### src/rtl/usb_ep_pkg.sv
// shared constants and types of the endpoint transaction controller
package usb_ep_pkg;
  localparam int NUM_EP   = 3;
  localparam int NUM_BANK = 4;
  localparam int AW       = 6;
  localparam int CW       = 10;
  localparam int PW       = 7;
  // per-bank fifo capacity in bytes
  localparam logic [PW-1:0] DEPTH_SMALL = 7'h20;
  localparam logic [PW-1:0] DEPTH_PP    = 7'h40;
  // endpoint numbers with a fixed role
  localparam logic [1:0] EP_CTRL = 2'h0;
  localparam logic [1:0] EP_PP   = 2'h2;
  // register port offsets
  localparam logic [2:0] ADDR_SEL = 3'h0;
  localparam logic [2:0] ADDR_STA = 3'h1;
  localparam logic [2:0] ADDR_CFG = 3'h2;
  localparam logic [2:0] ADDR_DAT = 3'h3;
  localparam logic [2:0] ADDR_BCL = 3'h4;
  localparam logic [2:0] ADDR_BCH = 3'h5;
  localparam logic [2:0] ADDR_IEN = 3'h6;
  // endpoint_status_reg bit positions
  localparam int B_TXC   = 0;
  localparam int B_RX0   = 1;
  localparam int B_SETUP = 2;
  localparam int B_CRC   = 3;
  localparam int B_TXR   = 4;
  localparam int B_DIR   = 7;
  // configuration register: type in [1:0], direction in [2]
  localparam int B_EPDIR = 2;
  localparam logic [1:0] TYPE_CTRL = 2'h0;
  localparam logic [1:0] TYPE_ISO  = 2'h1;
  localparam logic [1:0] TYPE_BULK = 2'h2;
  localparam logic [2:0] CFG_RESET = 3'h0;
  typedef enum logic [1:0] {PID_IN, PID_OUT, PID_SETUP} pid_t;
  typedef enum logic {HS_ACK, HS_NAK} hs_t;
  typedef enum logic [1:0] {S_IDLE, S_TX, S_ACKWAIT, S_RX} sie_state_t;
endpackage : usb_ep_pkg

### src/rtl/fifo_if.sv
// bundle between the controller and one fifo bank
interface fifo_if;
  import usb_ep_pkg::*;
  logic          wr_en;
  logic [7:0]    wr_data;
  logic          rd_en;
  logic          clr;
  logic          rewind;
  logic [7:0]    rd_data;
  logic [PW-1:0] cnt;
  logic [PW-1:0] rptr;
  modport ctrl (output wr_en, wr_data, rd_en, clr, rewind, input rd_data, cnt, rptr);
  modport mem  (input wr_en, wr_data, rd_en, clr, rewind, output rd_data, cnt, rptr);
endinterface : fifo_if

### src/rtl/usb_endpoint_transaction_ctrl.sv
// endpoint transaction controller: flags, fifos, token handling
//
// Local design decisions: the strobed register port and the register offsets.
module usb_endpoint_transaction_ctrl
  import usb_ep_pkg::*;
(
  // clock and reset
  input  wire logic mclk,
  input  wire logic rst,
  // register port
  input  wire logic [2:0] reg_addr,
  input  wire logic [7:0] reg_wdata,
  input  wire logic       reg_wr,
  input  wire logic       reg_rd,
  output logic      [7:0] reg_rdata,
  // tokens and received data from the serial engine
  input  wire logic       tok_valid,
  input  pid_t            tok_pid,
  input  wire logic [1:0] tok_ep,
  input  wire logic       rx_valid,
  input  wire logic [7:0] rx_data,
  input  wire logic       rx_end,
  input  wire logic       rx_crc_ok,
  // transmit data and handshakes to the serial engine
  output logic            tx_valid,
  output logic      [7:0] tx_data,
  output logic            tx_last,
  output logic            tx_zlp,
  input  wire logic       tx_ready,
  input  wire logic       host_ack,
  output logic            hs_valid,
  output hs_t             hs_code,
  // interrupt request
  output logic            usb_irq
);
  logic [1:0]        sel_q;
  logic [NUM_EP-1:0] txr_q, txc_q, rx0_q, crc_q, ien_q, ep_flag;
  logic              setup_q, dir_q;
  logic [1:0]        rdy_pp_q, cmpl_pp_q;
  logic              fw_bank_q, sie_bank_q, cmpl_bank_q;
  logic [CW-1:0]     bcnt_q [NUM_EP];
  logic [2:0]        cfg_q [NUM_EP];
  logic [7:0]        rdata_q, sta_view;
  logic              irq_q, hs_valid_q;
  hs_t               hs_code_q;
  sie_state_t        st_q;
  pid_t              cur_pid_q;
  logic [1:0]        cur_ep_q, cur_bank_q, fwb, tok_bank;
  logic              nak_q, cur_iso, tok_iso, store_en;
  logic [CW-1:0]     rcnt_q;
  logic              wr_sta, fw_set_pp, fw_clr_pp;
  logic              ev_txdone, ev_rx_end, ev_setup, ev_rx_ok, ev_iso, tx_go;
  logic [NUM_BANK-1:0] wr_en_v, rd_en_v, clr_v, rew_v;
  logic [7:0]        wr_data;
  logic [7:0]        b_rdat [NUM_BANK];
  logic [PW-1:0]     b_cnt [NUM_BANK];
  logic [PW-1:0]     b_rptr [NUM_BANK];

  ////////////////////////////////////////////////////////////////////////////
  // fifo banks: 0 control, 1 standard, 2 and 3 the ping-pong pair
  fifo_if f [NUM_BANK] ();
  for (genvar b = 0; b < NUM_BANK; b++) begin : g_bank
    assign f[b].wr_en   = wr_en_v[b];
    assign f[b].wr_data = wr_data;
    assign f[b].rd_en   = rd_en_v[b];
    assign f[b].clr     = clr_v[b];
    assign f[b].rewind  = rew_v[b];
    assign b_rdat[b]    = f[b].rd_data;
    assign b_cnt[b]     = f[b].cnt;
    assign b_rptr[b]    = f[b].rptr;
    ep_fifo #(.DEPTH((b < 2) ? DEPTH_SMALL : DEPTH_PP)) u_fifo (
      .mclk (mclk),
      .rst  (rst),
      .p    (f[b])
    );
  end

  ////////////////////////////////////////////////////////////////////////////
  // decode of firmware accesses and serial-engine events
  assign wr_sta    = reg_wr && reg_addr == ADDR_STA;
  assign fwb       = (sel_q == EP_PP) ? {1'b1, fw_bank_q} : sel_q;
  assign tok_bank  = (tok_ep == EP_PP) ? {1'b1, sie_bank_q} : tok_ep;
  assign fw_set_pp = wr_sta && sel_q == EP_PP && reg_wdata[B_TXR] && !rdy_pp_q[fw_bank_q];
  assign fw_clr_pp = wr_sta && sel_q == EP_PP && !reg_wdata[B_TXC] && cmpl_pp_q[cmpl_bank_q];
  assign cur_iso   = cfg_q[cur_ep_q][1:0] == TYPE_ISO;
  assign tok_iso   = cfg_q[tok_ep][1:0] == TYPE_ISO;
  // iso stores only while the receive flag is clear, so a clear mid-packet
  // keeps just the bytes that follow it
  assign store_en  = cur_pid_q == PID_SETUP || (!nak_q && !(cur_iso && rx0_q[cur_ep_q]));
  assign ev_txdone = st_q == S_ACKWAIT && (host_ack || cur_iso);
  assign ev_rx_end = st_q == S_RX && rx_end;
  assign ev_setup  = ev_rx_end && cur_pid_q == PID_SETUP && rx_crc_ok;
  assign ev_rx_ok  = ev_rx_end && cur_pid_q == PID_OUT && !cur_iso && !nak_q && rx_crc_ok;
  // iso packet counts whenever the receive flag was free by the end
  assign ev_iso    = ev_rx_end && cur_pid_q == PID_OUT && cur_iso && !rx0_q[cur_ep_q];
  assign tx_go     = tx_valid && tx_ready;

  // transmit stream: zero-length when nothing was written
  assign tx_valid = st_q == S_TX;
  assign tx_data  = b_rdat[cur_bank_q];
  assign tx_zlp   = b_cnt[cur_bank_q] == '0;
  assign tx_last  = tx_zlp || (b_rptr[cur_bank_q] + 7'h01) >= b_cnt[cur_bank_q];

  ////////////////////////////////////////////////////////////////////////////
  // fifo strobes; the serial engine's byte wins over a firmware write
  always_comb begin
    wr_en_v = '0;
    rd_en_v = '0;
    clr_v   = '0;
    rew_v   = '0;
    wr_data = reg_wdata;
    if (reg_wr && reg_addr == ADDR_DAT) begin
      wr_en_v[fwb] = 1'b1;
    end
    if (reg_rd && reg_addr == ADDR_DAT) begin
      rd_en_v[fwb] = 1'b1;
    end
    if (st_q == S_RX && rx_valid && store_en) begin
      wr_en_v          = '0;
      wr_en_v[cur_bank_q] = 1'b1;
      wr_data          = rx_data;
    end
    if (tx_go) begin
      rd_en_v[cur_bank_q] = 1'b1;
    end
    if (ev_txdone) begin
      clr_v[cur_bank_q] = 1'b1;
    end else if (st_q == S_ACKWAIT && tok_valid) begin
      rew_v[cur_bank_q] = 1'b1; // no ack: replay the same packet
    end
    if (st_q == S_IDLE && tok_valid && tok_pid == PID_SETUP && tok_ep == EP_CTRL) begin
      clr_v[EP_CTRL] = 1'b1;
    end
    if (wr_sta && sel_q != EP_PP) begin
      if (txr_q[sel_q] && !reg_wdata[B_TXR]) clr_v[sel_q] = 1'b1;
      if (rx0_q[sel_q] && !reg_wdata[B_RX0]) clr_v[sel_q] = 1'b1;
      if (sel_q == EP_CTRL && setup_q && !reg_wdata[B_SETUP]) clr_v[EP_CTRL] = 1'b1;
    end
  end

  ////////////////////////////////////////////////////////////////////////////
  // select, configuration and interrupt enable registers
  always_ff @(posedge mclk) begin
    if (rst) begin
      sel_q <= '0;
      ien_q <= '0;
      for (int e = 0; e < NUM_EP; e++) cfg_q[e] <= CFG_RESET;
    end else if (reg_wr) begin
      if (reg_addr == ADDR_SEL && reg_wdata[1:0] < 2'(NUM_EP)) sel_q <= reg_wdata[1:0];
      if (reg_addr == ADDR_IEN) ien_q <= reg_wdata[NUM_EP-1:0];
      if (reg_addr == ADDR_CFG && sel_q != EP_CTRL) cfg_q[sel_q] <= reg_wdata[2:0];
    end
  end

  // standard endpoint flags: a hardware set beats a firmware clear
  always_ff @(posedge mclk) begin
    if (rst) begin
      txr_q <= '0;
      txc_q <= '0;
      rx0_q <= '0;
      crc_q <= '0;
    end else begin
      for (int e = 0; e < NUM_EP; e++) begin
        if (wr_sta && sel_q == e) begin
          txr_q[e] <= reg_wdata[B_TXR] && e != EP_PP;
          if (!reg_wdata[B_TXC]) txc_q[e] <= 1'b0;
          if (!reg_wdata[B_RX0]) rx0_q[e] <= 1'b0;
          if (!reg_wdata[B_CRC]) crc_q[e] <= 1'b0;
        end else if (ev_txdone && cur_ep_q == e) begin
          txr_q[e] <= 1'b0;
        end
        if (ev_setup && e == EP_CTRL) begin
          txr_q[e] <= 1'b0;
          txc_q[e] <= 1'b0;
          rx0_q[e] <= 1'b0;
          crc_q[e] <= 1'b0;
        end
        if (ev_txdone && cur_ep_q == e && e != EP_PP) txc_q[e] <= 1'b1;
        if ((ev_rx_ok || ev_iso) && cur_ep_q == e) rx0_q[e] <= 1'b1;
        if (ev_iso && cur_ep_q == e) crc_q[e] <= !rx_crc_ok;
      end
    end
  end

  // control endpoint setup flag and direction bit
  always_ff @(posedge mclk) begin
    if (rst) begin
      setup_q <= 1'b0;
      dir_q   <= 1'b0;
    end else if (ev_setup) begin
      setup_q <= 1'b1;
      dir_q   <= 1'b0;
    end else if (wr_sta && sel_q == EP_CTRL) begin
      if (!reg_wdata[B_SETUP]) setup_q <= 1'b0;
      dir_q <= reg_wdata[B_DIR];
    end
  end

  // ping-pong banks: ready flips the firmware bank, completions are
  // reported bank by bank and each clear moves to the other bank
  always_ff @(posedge mclk) begin
    if (rst) begin
      rdy_pp_q    <= '0;
      cmpl_pp_q   <= '0;
      fw_bank_q   <= 1'b0;
      sie_bank_q  <= 1'b0;
      cmpl_bank_q <= 1'b0;
    end else begin
      if (fw_clr_pp) begin
        cmpl_pp_q[cmpl_bank_q] <= 1'b0;
        cmpl_bank_q            <= !cmpl_bank_q;
      end
      if (ev_txdone && cur_ep_q == EP_PP) begin
        rdy_pp_q[cur_bank_q[0]]  <= 1'b0;
        cmpl_pp_q[cur_bank_q[0]] <= 1'b1;
        sie_bank_q               <= !sie_bank_q;
      end
      if (fw_set_pp) begin
        rdy_pp_q[fw_bank_q] <= 1'b1;
        fw_bank_q           <= !fw_bank_q;
      end
    end
  end

  // byte counters load with each accepted packet
  always_ff @(posedge mclk) begin
    if (rst) begin
      for (int e = 0; e < NUM_EP; e++) bcnt_q[e] <= '0;
    end else if (ev_setup || ev_rx_ok || ev_iso) begin
      bcnt_q[cur_ep_q] <= rcnt_q;
    end
  end

  ////////////////////////////////////////////////////////////////////////////
  // token sequencer
  always_ff @(posedge mclk) begin
    if (rst) begin
      st_q       <= S_IDLE;
      cur_pid_q  <= PID_IN;
      cur_ep_q   <= '0;
      cur_bank_q <= '0;
      nak_q      <= 1'b0;
      rcnt_q     <= '0;
      hs_valid_q <= 1'b0;
      hs_code_q  <= HS_ACK;
    end else begin
      hs_valid_q <= 1'b0;
      case (st_q)
        S_IDLE: begin
          if (tok_valid) begin
            cur_pid_q  <= tok_pid;
            cur_ep_q   <= tok_ep;
            cur_bank_q <= tok_bank;
            rcnt_q     <= '0;
            nak_q      <= 1'b0;
            if (tok_pid == PID_IN) begin
              if (tok_ep == EP_PP ? rdy_pp_q[sie_bank_q] : txr_q[tok_ep]) begin
                st_q <= S_TX;
              end else if (!tok_iso) begin
                hs_valid_q <= 1'b1;
                hs_code_q  <= HS_NAK;
              end
            end else if (tok_pid == PID_SETUP) begin
              if (tok_ep == EP_CTRL) st_q <= S_RX;
            end else if (tok_ep != EP_PP) begin
              st_q  <= S_RX;
              nak_q <= rx0_q[tok_ep] && !tok_iso;
            end
          end
        end
        S_TX: begin
          if (tx_go && tx_last) st_q <= S_ACKWAIT;
        end
        S_ACKWAIT: begin
          if (ev_txdone || tok_valid) st_q <= S_IDLE;
        end
        S_RX: begin
          if (rx_valid && store_en) begin
            rcnt_q <= rcnt_q + 10'h001;
          end
          if (rx_end) begin
            st_q <= S_IDLE;
            // iso never answers; bad crc gets no answer unless nak_q refuses the packet with a NAK
            if (!cur_iso && (nak_q || rx_crc_ok)) begin
              hs_valid_q <= 1'b1;
              hs_code_q  <= nak_q ? HS_NAK : HS_ACK;
            end
          end
        end
        default: st_q <= S_IDLE;
      endcase
    end
  end
  assign hs_valid = hs_valid_q;
  assign hs_code  = hs_code_q;

  ////////////////////////////////////////////////////////////////////////////
  // register read mux and interrupt
  always_comb begin
    sta_view        = '0;
    sta_view[B_TXC] = txc_q[sel_q];
    sta_view[B_RX0] = rx0_q[sel_q];
    sta_view[B_CRC] = crc_q[sel_q];
    sta_view[B_TXR] = txr_q[sel_q];
    if (sel_q == EP_CTRL) begin
      sta_view[B_SETUP] = setup_q;
      sta_view[B_DIR]   = dir_q;
    end
    if (sel_q == EP_PP) begin
      sta_view[B_TXC] = |cmpl_pp_q;
      sta_view[B_TXR] = rdy_pp_q[fw_bank_q];
    end
  end

  always_ff @(posedge mclk) begin
    if (rst) begin
      rdata_q <= '0;
    end else if (reg_rd) begin
      case (reg_addr)
        ADDR_SEL: rdata_q <= {6'h00, sel_q};
        ADDR_STA: rdata_q <= sta_view;
        ADDR_CFG: rdata_q <= {5'h00, cfg_q[sel_q]};
        ADDR_DAT: rdata_q <= b_rdat[fwb];
        ADDR_BCL: rdata_q <= bcnt_q[sel_q][7:0];
        ADDR_BCH: rdata_q <= {6'h00, bcnt_q[sel_q][CW-1:8]};
        ADDR_IEN: rdata_q <= {5'h00, ien_q};
        default:  rdata_q <= '0;
      endcase
    end
  end
  assign reg_rdata = rdata_q;

  // level interrupt: held while any enabled endpoint has a flag up
  assign ep_flag = txc_q | rx0_q | crc_q | {|cmpl_pp_q, 1'b0, setup_q};
  always_ff @(posedge mclk) begin
    if (rst) irq_q <= 1'b0;
    else     irq_q <= |(ien_q & ep_flag);
  end
  assign usb_irq = irq_q;
endmodule : usb_endpoint_transaction_ctrl

### src/rtl/ep_fifo.sv
// one endpoint fifo bank in flip-flops with write count and read pointer
module ep_fifo
  import usb_ep_pkg::*;
#(
  parameter logic [PW-1:0] DEPTH = DEPTH_SMALL
) (
  // clock and reset
  input wire logic mclk,
  input wire logic rst,
  // controller side
  fifo_if.mem      p
);
  logic [7:0]    mem_q [2**AW];
  logic [PW-1:0] wptr_q;
  logic [PW-1:0] rptr_q;

  ////////////////////////////////////////////////////////////////////////////
  // write side: bytes past capacity are dropped, the count never wraps
  always_ff @(posedge mclk) begin
    if (rst || p.clr) begin
      wptr_q <= '0;
    end else if (p.wr_en && wptr_q < DEPTH) begin
      mem_q[wptr_q[AW-1:0]] <= p.wr_data;
      wptr_q <= wptr_q + 7'h01;
    end
  end

  // read side: rewind lets a failed transmission be replayed
  always_ff @(posedge mclk) begin
    if (rst || p.clr || p.rewind) begin
      rptr_q <= '0;
    end else if (p.rd_en && rptr_q < wptr_q) begin
      rptr_q <= rptr_q + 7'h01;
    end
  end

  assign p.rd_data = mem_q[rptr_q[AW-1:0]];
  assign p.cnt     = wptr_q;
  assign p.rptr    = rptr_q;
endmodule : ep_fifo

### config.mk
export PLATFORM = sky130hd
export DESIGN_NAME = usb_endpoint_transaction_ctrl
export DESIGN_NICKNAME = d
export VERILOG_FILES = /design/src/rtl/usb_ep_pkg.sv /design/src/rtl/fifo_if.sv /design/src/rtl/usb_endpoint_transaction_ctrl.sv /design/src/rtl/ep_fifo.sv
export SDC_FILE = /design/constraint.sdc
export NUM_CORES = 2
export LEC_CHECK = 0
export ABC_AREA = 1
export BUFFER_PORTS_ARGS = -buffer_cell sky130_fd_sc_hd__buf_4
export CAP_MARGIN = 20
export CORE_MARGIN = 1
export CORE_UTILIZATION = 55
export CTS_CLUSTER_DIAMETER = 200
export DETAILED_ROUTE_END_ITERATION = 16
export GPL_TIMING_DRIVEN = 0
export PLACE_DENSITY = 0.82
export SYNTH_ARGS = -nofsm -noshare
export SYNTH_HDL_FRONTEND = slang
export SYNTH_SLANG_ARGS = --single-unit
### constraint.sdc
create_clock -name mclk -period 17.86 [get_ports mclk]
set_input_delay 2.679 -clock mclk [delete_from_list [all_inputs] [get_ports mclk]]
set_output_delay 2.679 -clock mclk [all_outputs]
set_load 0.01 [all_outputs]
**Word-level counts from Yosys, hierarchy flattened**

Memory sizes are Yosys's and may differ from the RTL's. A register that Yosys moved wholly into a read port is not among the register bits.
Cells that the tools add are included.

- RAM bits: 2,087
- Register bits: 110
- Input bits: 33
- Output and inout port bits: 22
- Memories: 6

- Reduce and logical (&&, ||, !) cells: 132
- Order comparisons: 27
- Mux-type cells: 173
- Add/subtract/negate cells: 10
- Bitwise gates (word level): 15
- Equal/unequal tests: 42

Memory list:

| name | words | width | rd ports | clocked after memory_dff | wr ports | line | text |
|---|---|---|---|---|---|---|---|
| g_bank[0].u_fifo.mem_q | 64 | 8 | 1 | 1 | 1 | ep_fifo.sv:13 | `logic [7:0] mem_q [2**AW];` |
| g_bank[1].u_fifo.mem_q | 64 | 8 | 1 | 1 | 1 | ep_fifo.sv:13 |  |
| g_bank[2].u_fifo.mem_q | 64 | 8 | 1 | 1 | 1 | ep_fifo.sv:13 |  |
| g_bank[3].u_fifo.mem_q | 64 | 8 | 1 | 1 | 1 | ep_fifo.sv:13 |  |
| bcnt_q | 3 | 10 | 1 | 1 | 3 | usb_endpoint_transaction_ctrl.sv:41 | `logic [CW-1:0] bcnt_q [NUM_EP];` |
| cfg_q | 3 | 3 | 3 | 2 | 3 | usb_endpoint_transaction_ctrl.sv:42 | `logic [2:0] cfg_q [NUM_EP];` |

Operators with widths:

| cell | number |
|---|---|
| 1-bit two-way mux | 94 |
| 7-bit by 1-bit adder with 7-bit output (second input constant) | 9 |
| 1-bit logical AND | 63 |
| 8-bit case mux with 7 select lines | 1 |
| 2-bit two-way mux | 25 |
| 6-bit two-way mux | 8 |
| 4-bit two-way mux | 11 |
| 8-bit two-way mux | 5 |
| 8-bit binary-select mux with 2-bit select | 2 |
| 10-bit two-way mux | 3 |
| 7-bit binary-select mux with 2-bit select | 2 |
| 7-bit less-than comparator | 4 |
| 7-bit two-way mux | 4 |
| 2-bit AND reduction | 12 |
| 2-bit by 1-bit != test with 1-bit output (second input constant) | 11 |
| 10-bit case mux with 2 select lines | 1 |
| 2-bit nonzero test | 9 |
| 1-bit logical OR | 16 |
| 2-bit by 3-bit less-than comparator with 1-bit output (second input constant) | 5 |
| 1-bit binary-select mux with 2-bit select | 7 |
| 2-bit == test (second input constant) | 7 |
| 1-bit zero test | 14 |
| 7-bit by 6-bit less-than comparator with 1-bit output (second input constant) | 2 |
| 7-bit less-than comparator (second input constant) | 2 |
| other kinds (38) | 82 |

**Longest topological paths before layout**

- Depth after elaboration: 16
- Depth in mapped cells: 22
- Depth with buffers taken out: 21

**Modules after synthesis**

A second synthesis with hierarchy kept.

- Cells, all modules: 8,561
- Area total of the unflattened synthesis: 94,682.1 um^2

Modules (own cells, without submodules):

| module | seq. area each (um^2) | area an instance (um^2) | cells an instance | times used |
|---|---|---|---|---|
| ep_fifo at g_bank[2].u_fifo ... | 15,775.1 | 22,046.1 | 1,909 | 2 |
| ep_fifo at g_bank[0].u_fifo | 15,775.1 | 21,873.5 | 1,876 | 1 |
| ep_fifo at g_bank[1].u_fifo | 15,775.1 | 21,872.2 | 1,879 | 1 |
| usb_endpoint_transaction_ctrl | 2,722.6 | 6,844.1 | 988 | 1 |

**Least setup slack after synthesis**

OpenSTA, ideal clock, no wires.

- Path kind: in2reg
- Start point: input rx_valid
- End point: memory g_bank[0].u_fifo.mem_q[0][7], data pin
- Path slack: 2,558 ps
- Arrival time: 13,113 ps
- Cell stages on the path: 6
- Required time: 15,671 ps
- Cell sequence: nand2_1 -> inv_1 -> nand2_2 -> inv_2 -> clkbuf_1 -> o21ai_0

- Word-level cells in the longest chain between the ends: 3

Ends and longest elaborated chain:

| element | line | text |
|---|---|---|
| start: declaration | usb_endpoint_transaction_ctrl.sv:20 | `input wire logic rx_valid,` |
| 1-bit logical AND (2 in a row) | usb_endpoint_transaction_ctrl.sv:118 | `if (st_q == S_RX && rx_valid && store_en) begin` |
| 8-bit two-way mux | usb_endpoint_transaction_ctrl.sv:118 |  |
| net f[0].wr_data[7] | fifo_if.sv:5 | `logic [7:0] wr_data;` |
| end: declaration | ep_fifo.sv:13 |  |

The timed path passes the listed nets, and every way through them passes these cells.

**Final worst setup path**

- Start point: register cur_bank_q[0]
- End point: output tx_last

- Word-level cells in the longest chain between the ends: 7
- Elaborated cells between the ends (all ways): 11
- Classes of those cells: add/sub: 1; order compare: 1; mux: 6; bitwise: 1; reduce/logical: 2

Ends and longest elaborated chain:

| element | line | text |
|---|---|---|
| start: declaration | usb_endpoint_transaction_ctrl.sv:48 | `logic [1:0] cur_ep_q, cur_bank_q, fwb, tok_bank;` |
| start signal: assignment | usb_endpoint_transaction_ctrl.sv:253 | `cur_bank_q <= tok_bank;` |
| 2-bit NOT with 3-bit output (not written as such) (*) | usb_endpoint_transaction_ctrl.sv:101, usb_endpoint_transaction_ctrl.sv:102 |  |
| 7-bit binary-select mux with 2-bit select | usb_endpoint_transaction_ctrl.sv:102 | `assign tx_last = tx_zlp \|\| (b_rptr[cur_bank_q] + 7'h01) >= b_cnt[cur_bank_q];` |
| 7-bit two-way mux (not written as such) (2 in a row) | usb_endpoint_transaction_ctrl.sv:102 |  |
| 7-bit by 1-bit adder with 7-bit output | usb_endpoint_transaction_ctrl.sv:102 |  |
| 7-bit >= comparator | usb_endpoint_transaction_ctrl.sv:102 |  |
| 1-bit logical OR (*) | usb_endpoint_transaction_ctrl.sv:102 |  |
| end: declaration | usb_endpoint_transaction_ctrl.sv:27 | `output logic tx_last,` |

Every way passes the cells marked *; elsewhere a longest branch is shown, timed or not. The select of a mux whose other input is x is not followed.

==> metrics <==
H-tree depth 4; status finished, final reports clean; Slew Limit Fails 0; Post-Synth Adder-Cell Area 0.618%; CTS Hold Buffers Added 0; leak pwr 39.3 nW; Synth Area in Simple Gates a little under a quarter; Root Buffer clkbuf_16; clock insertion delay at the later pin of the skew report 0.90 ns; worst hold slack 0.471 ns; DRT Pass-1 Iters 8; commonest non-fill, non-tap cell in the layout nand2_1; mux share of post-synthesis cell area 0%; drt wl/cell between 20 and 25 um; final setup margin 10.40 ns; initial antenna violation count 4; RSZ-0062 raised after global routing no; sequential area share after synthesis 70.7%; register bit total from synthesis ~2,200; Via Count between 60,000 and 70,000; Fin. Hold Viols 0; largest fanout on the critical path 10; fin util 63.6%; chip width 413 um; Worst R2R Start cur_bank_q[0]; I/O pin count 55; Slew @ Worst Pin 1.15 ns; number of global-route vias before repair 67,600; layout net count 9,363; hold crit path type register to register; synthesized area between 90,000 and 100,000 um^2; HPWL after DPL 189 mm; Setup Buffers After CTS 0; post-route clock period utilization 41.8%; Min-Delay Endpoint bcnt_q[3][4]; Worst Setup End Kind output pin; WL final ~270 mm; Synth Area in Compound Gates 1.88%; Max Freq ~0.13 GHz; Remaining DRCs 0; setup TNS 0 ns; Synth Area per Inst 11.0 um^2; setup violators final 0; Finished Layout Cells 11,700; skew final between 0.06 and 0.07 ns; post-route ant nets 0; chip height 413 um; Hold Path Cell Cnt 0; FP Rows 150; cells on worst reg2reg path 22; CORE AREA 168,000 um^2; Setup CP Type register to output pin; Reg2Reg Setup Slack about 14 ns; Peak supply drop between 100 and 150 uV; Placed Cells 11,300; gate count of the mapped netlist approximately 8,400; largest net degree at the start of global routing 78; worst hold start rcnt_q[4]; startpoint types register; CTS Buf Count roughly 210; critical path data required time 15.18 ns; Clk pin slew, worst setup/hold paths 0.06 ns; Post-Place Worst Slack 11.54 ns; Clock Sinks around 2,200; TritonCTS clock tree built; die area 171,000 um^2; starting density of the core 55.5%; GR Util All Layers approximately a third; DR iter-0 viols ~10,000; PortBufs 53; drt via density 5.96; Tmin final 7.46 ns; layout cell share with drive strength beyond 1 6.79%; grt ovf 0; CTS resizes 0; Synth Flop Type edfxtp_1; number of fillers in the final layout approximately 12,000; Synthesis Warnings 0; largest family of logic cells by synthesized area simple AND/OR/NAND/NOR gates; ys async rst share 0%; pwr dens 104 nW/um^2; Area growth syn-to-layout 14.6%; global-route wire length before repair 404 mm; post-synth cell types 59; Max Cap Viol 0; WP data arrival 4.79 ns; Clock Tree Buf Depth 3; worst rel slew slack 23.1%; most frequent cells in the layout nand2_1 (2,897), edfxtp_1 (2,100), nand3_1 (1,828), conb_1 (515), nor2_1 (305); Post-synth EDFFs around 2,100; FF-to-FF End st_q[1]; post-synthesis xor/xnor area fraction 0.122%; RD Place Congestion 1.01
==> cell usage after synthesis (9+ instances only) <==
| cell | number | share of area, % |
|---|---|---|
| xor2_1 | 10 | 0.094 |
| nor3_1 | 35 | 0.19 |
| o21ai_0 | 78 | 0.42 |
| ha_1 | 46 | 0.62 |
| inv_2 | 18 | 0.073 |
| edfxtp_1 | 2100 | 68 |
| nand2_1 | 2899 | 12 |
| dfxtp_1 | 138 | 3.0 |
| a221oi_1 | 12 | 0.11 |
| o211ai_1 | 10 | 0.081 |
| o21ai_1 | 9 | 0.048 |
| a21oi_1 | 127 | 0.68 |
| a211oi_1 | 12 | 0.097 |
| o22ai_1 | 20 | 0.13 |
| nand4_1 | 18 | 0.12 |
| nor2_1 | 305 | 1.2 |
| buf_2 | 119 | 0.64 |
| inv_1 | 201 | 0.81 |
| clkbuf_1 | 264 | 1.1 |
| buf_1 | 86 | 0.35 |
| nand3_1 | 1828 | 9.8 |
==> sequential cells by signal, summed over array words and instances (netlist names), 2 cells and up, named ones only <==
| register | flops |
|---|---|
| bcnt_q | 40 |
| cfg_q | 12 |
| cmpl_pp_q | 2 |
| crc_q | 3 |
| cur_bank_q | 2 |
| cur_ep_q | 2 |
| cur_pid_q | 2 |
| g_bank.u_fifo.mem_q | 2048 |
| g_bank.u_fifo.p.cnt | 28 |
| g_bank.u_fifo.p.rptr | 28 |
| ien_q | 3 |
| rcnt_q | 10 |
| rdy_pp_q | 2 |
| reg_rdata | 8 |
| rx0_q | 3 |
| sel_q | 2 |
| st_q | 2 |
| txc_q | 2 |
| txr_q | 2 |
==> kinds of logic (layout without fill, tap and decap cells) <==
family                     Yosys count  in the layout
adders and majority gates           46             46
AOI/OAI and AO/OA                  300            300
xor gates and xnor gates            13             13
buffers and inverters              693           1214
other                                1            519
and+or+nand+nor                   5145           5145
DFF                               2238           2238
==> report_power, final <==
group	internal, mW	switching [mW]	leakage, nW	total (mW)
Sequential	5.93	0.0418	20.5	5.97
Clock	2.48	2.04	3.42	4.52
Combinational	0.159	0.455	15.4	0.614
==> layout make-up <==
cell class,instances,area [um^2],area share [%]
clock buffer,268,5780,5.42
sequential,2238,65800,61.7
antenna,4,10.0,0.00939
timing repair buffer,119,1780,1.67
tap,2204,2760,2.59
buffer,470,1910,1.80
inverter,223,837,0.785
multi-input combinational,6019,26500,24.9
clock inverter,134,1200,1.12
==> through the flow <==
step                total power [mW]  area (um^2)
floorplan                       6.45        95000
global placement                6.81        98200
detailed placement              6.67        99600
CTS                             11.1       107000
global route                    11.3       107000
finish                          11.1       107000
==> worst max-delay path: stages (launching register included) <==
cell	delay (ns)
dfxtp_1	0.55
inv_1	0.11
nand2_1	0.27
inv_1	0.10
clkbuf_1	0.28
a22oi_1	0.31
nand2_1	0.11
a21oi_1	0.14
inv_1	0.07
ha_1	0.20
nand3_1	0.14
nor3_1	0.08
xnor2_1	0.15
ha_1	0.34
a21oi_1	0.14
o21ai_0	0.09
a211oi_1	0.24
nand2_1	0.32
buf_4	0.26
==> worst max-delay path by stage <==
stage                  start                       endpoint  slack [ns]  cells after the start
2_1_floorplan       rx_valid   g_bank[0].u_fifo.mem_q[0][7]        2.56                      6
3_3_place_gp        rx_valid  g_bank[1].u_fifo.mem_q[42][4]      -14.97                      7
3_5_place_dp   cur_bank_q[1]                        tx_last       11.54                     16
4_1_cts        cur_bank_q[0]                        tx_last       10.60                     15
5_1_grt        cur_bank_q[0]                        tx_last       10.15                     18
6_report       cur_bank_q[0]                        tx_last       10.40                     18
==> per-layer routing <==
layer	wire length, um	global-route usage [%]	up-vias
li1	-	-	30700
met1	98500	41.5	33100
met2	125000	49.7	4920
met3	33500	7.42	920
met4	16400	16.8	0
met5	0	0	-
No activity file was read; power rests on OpenSTA's default activity.
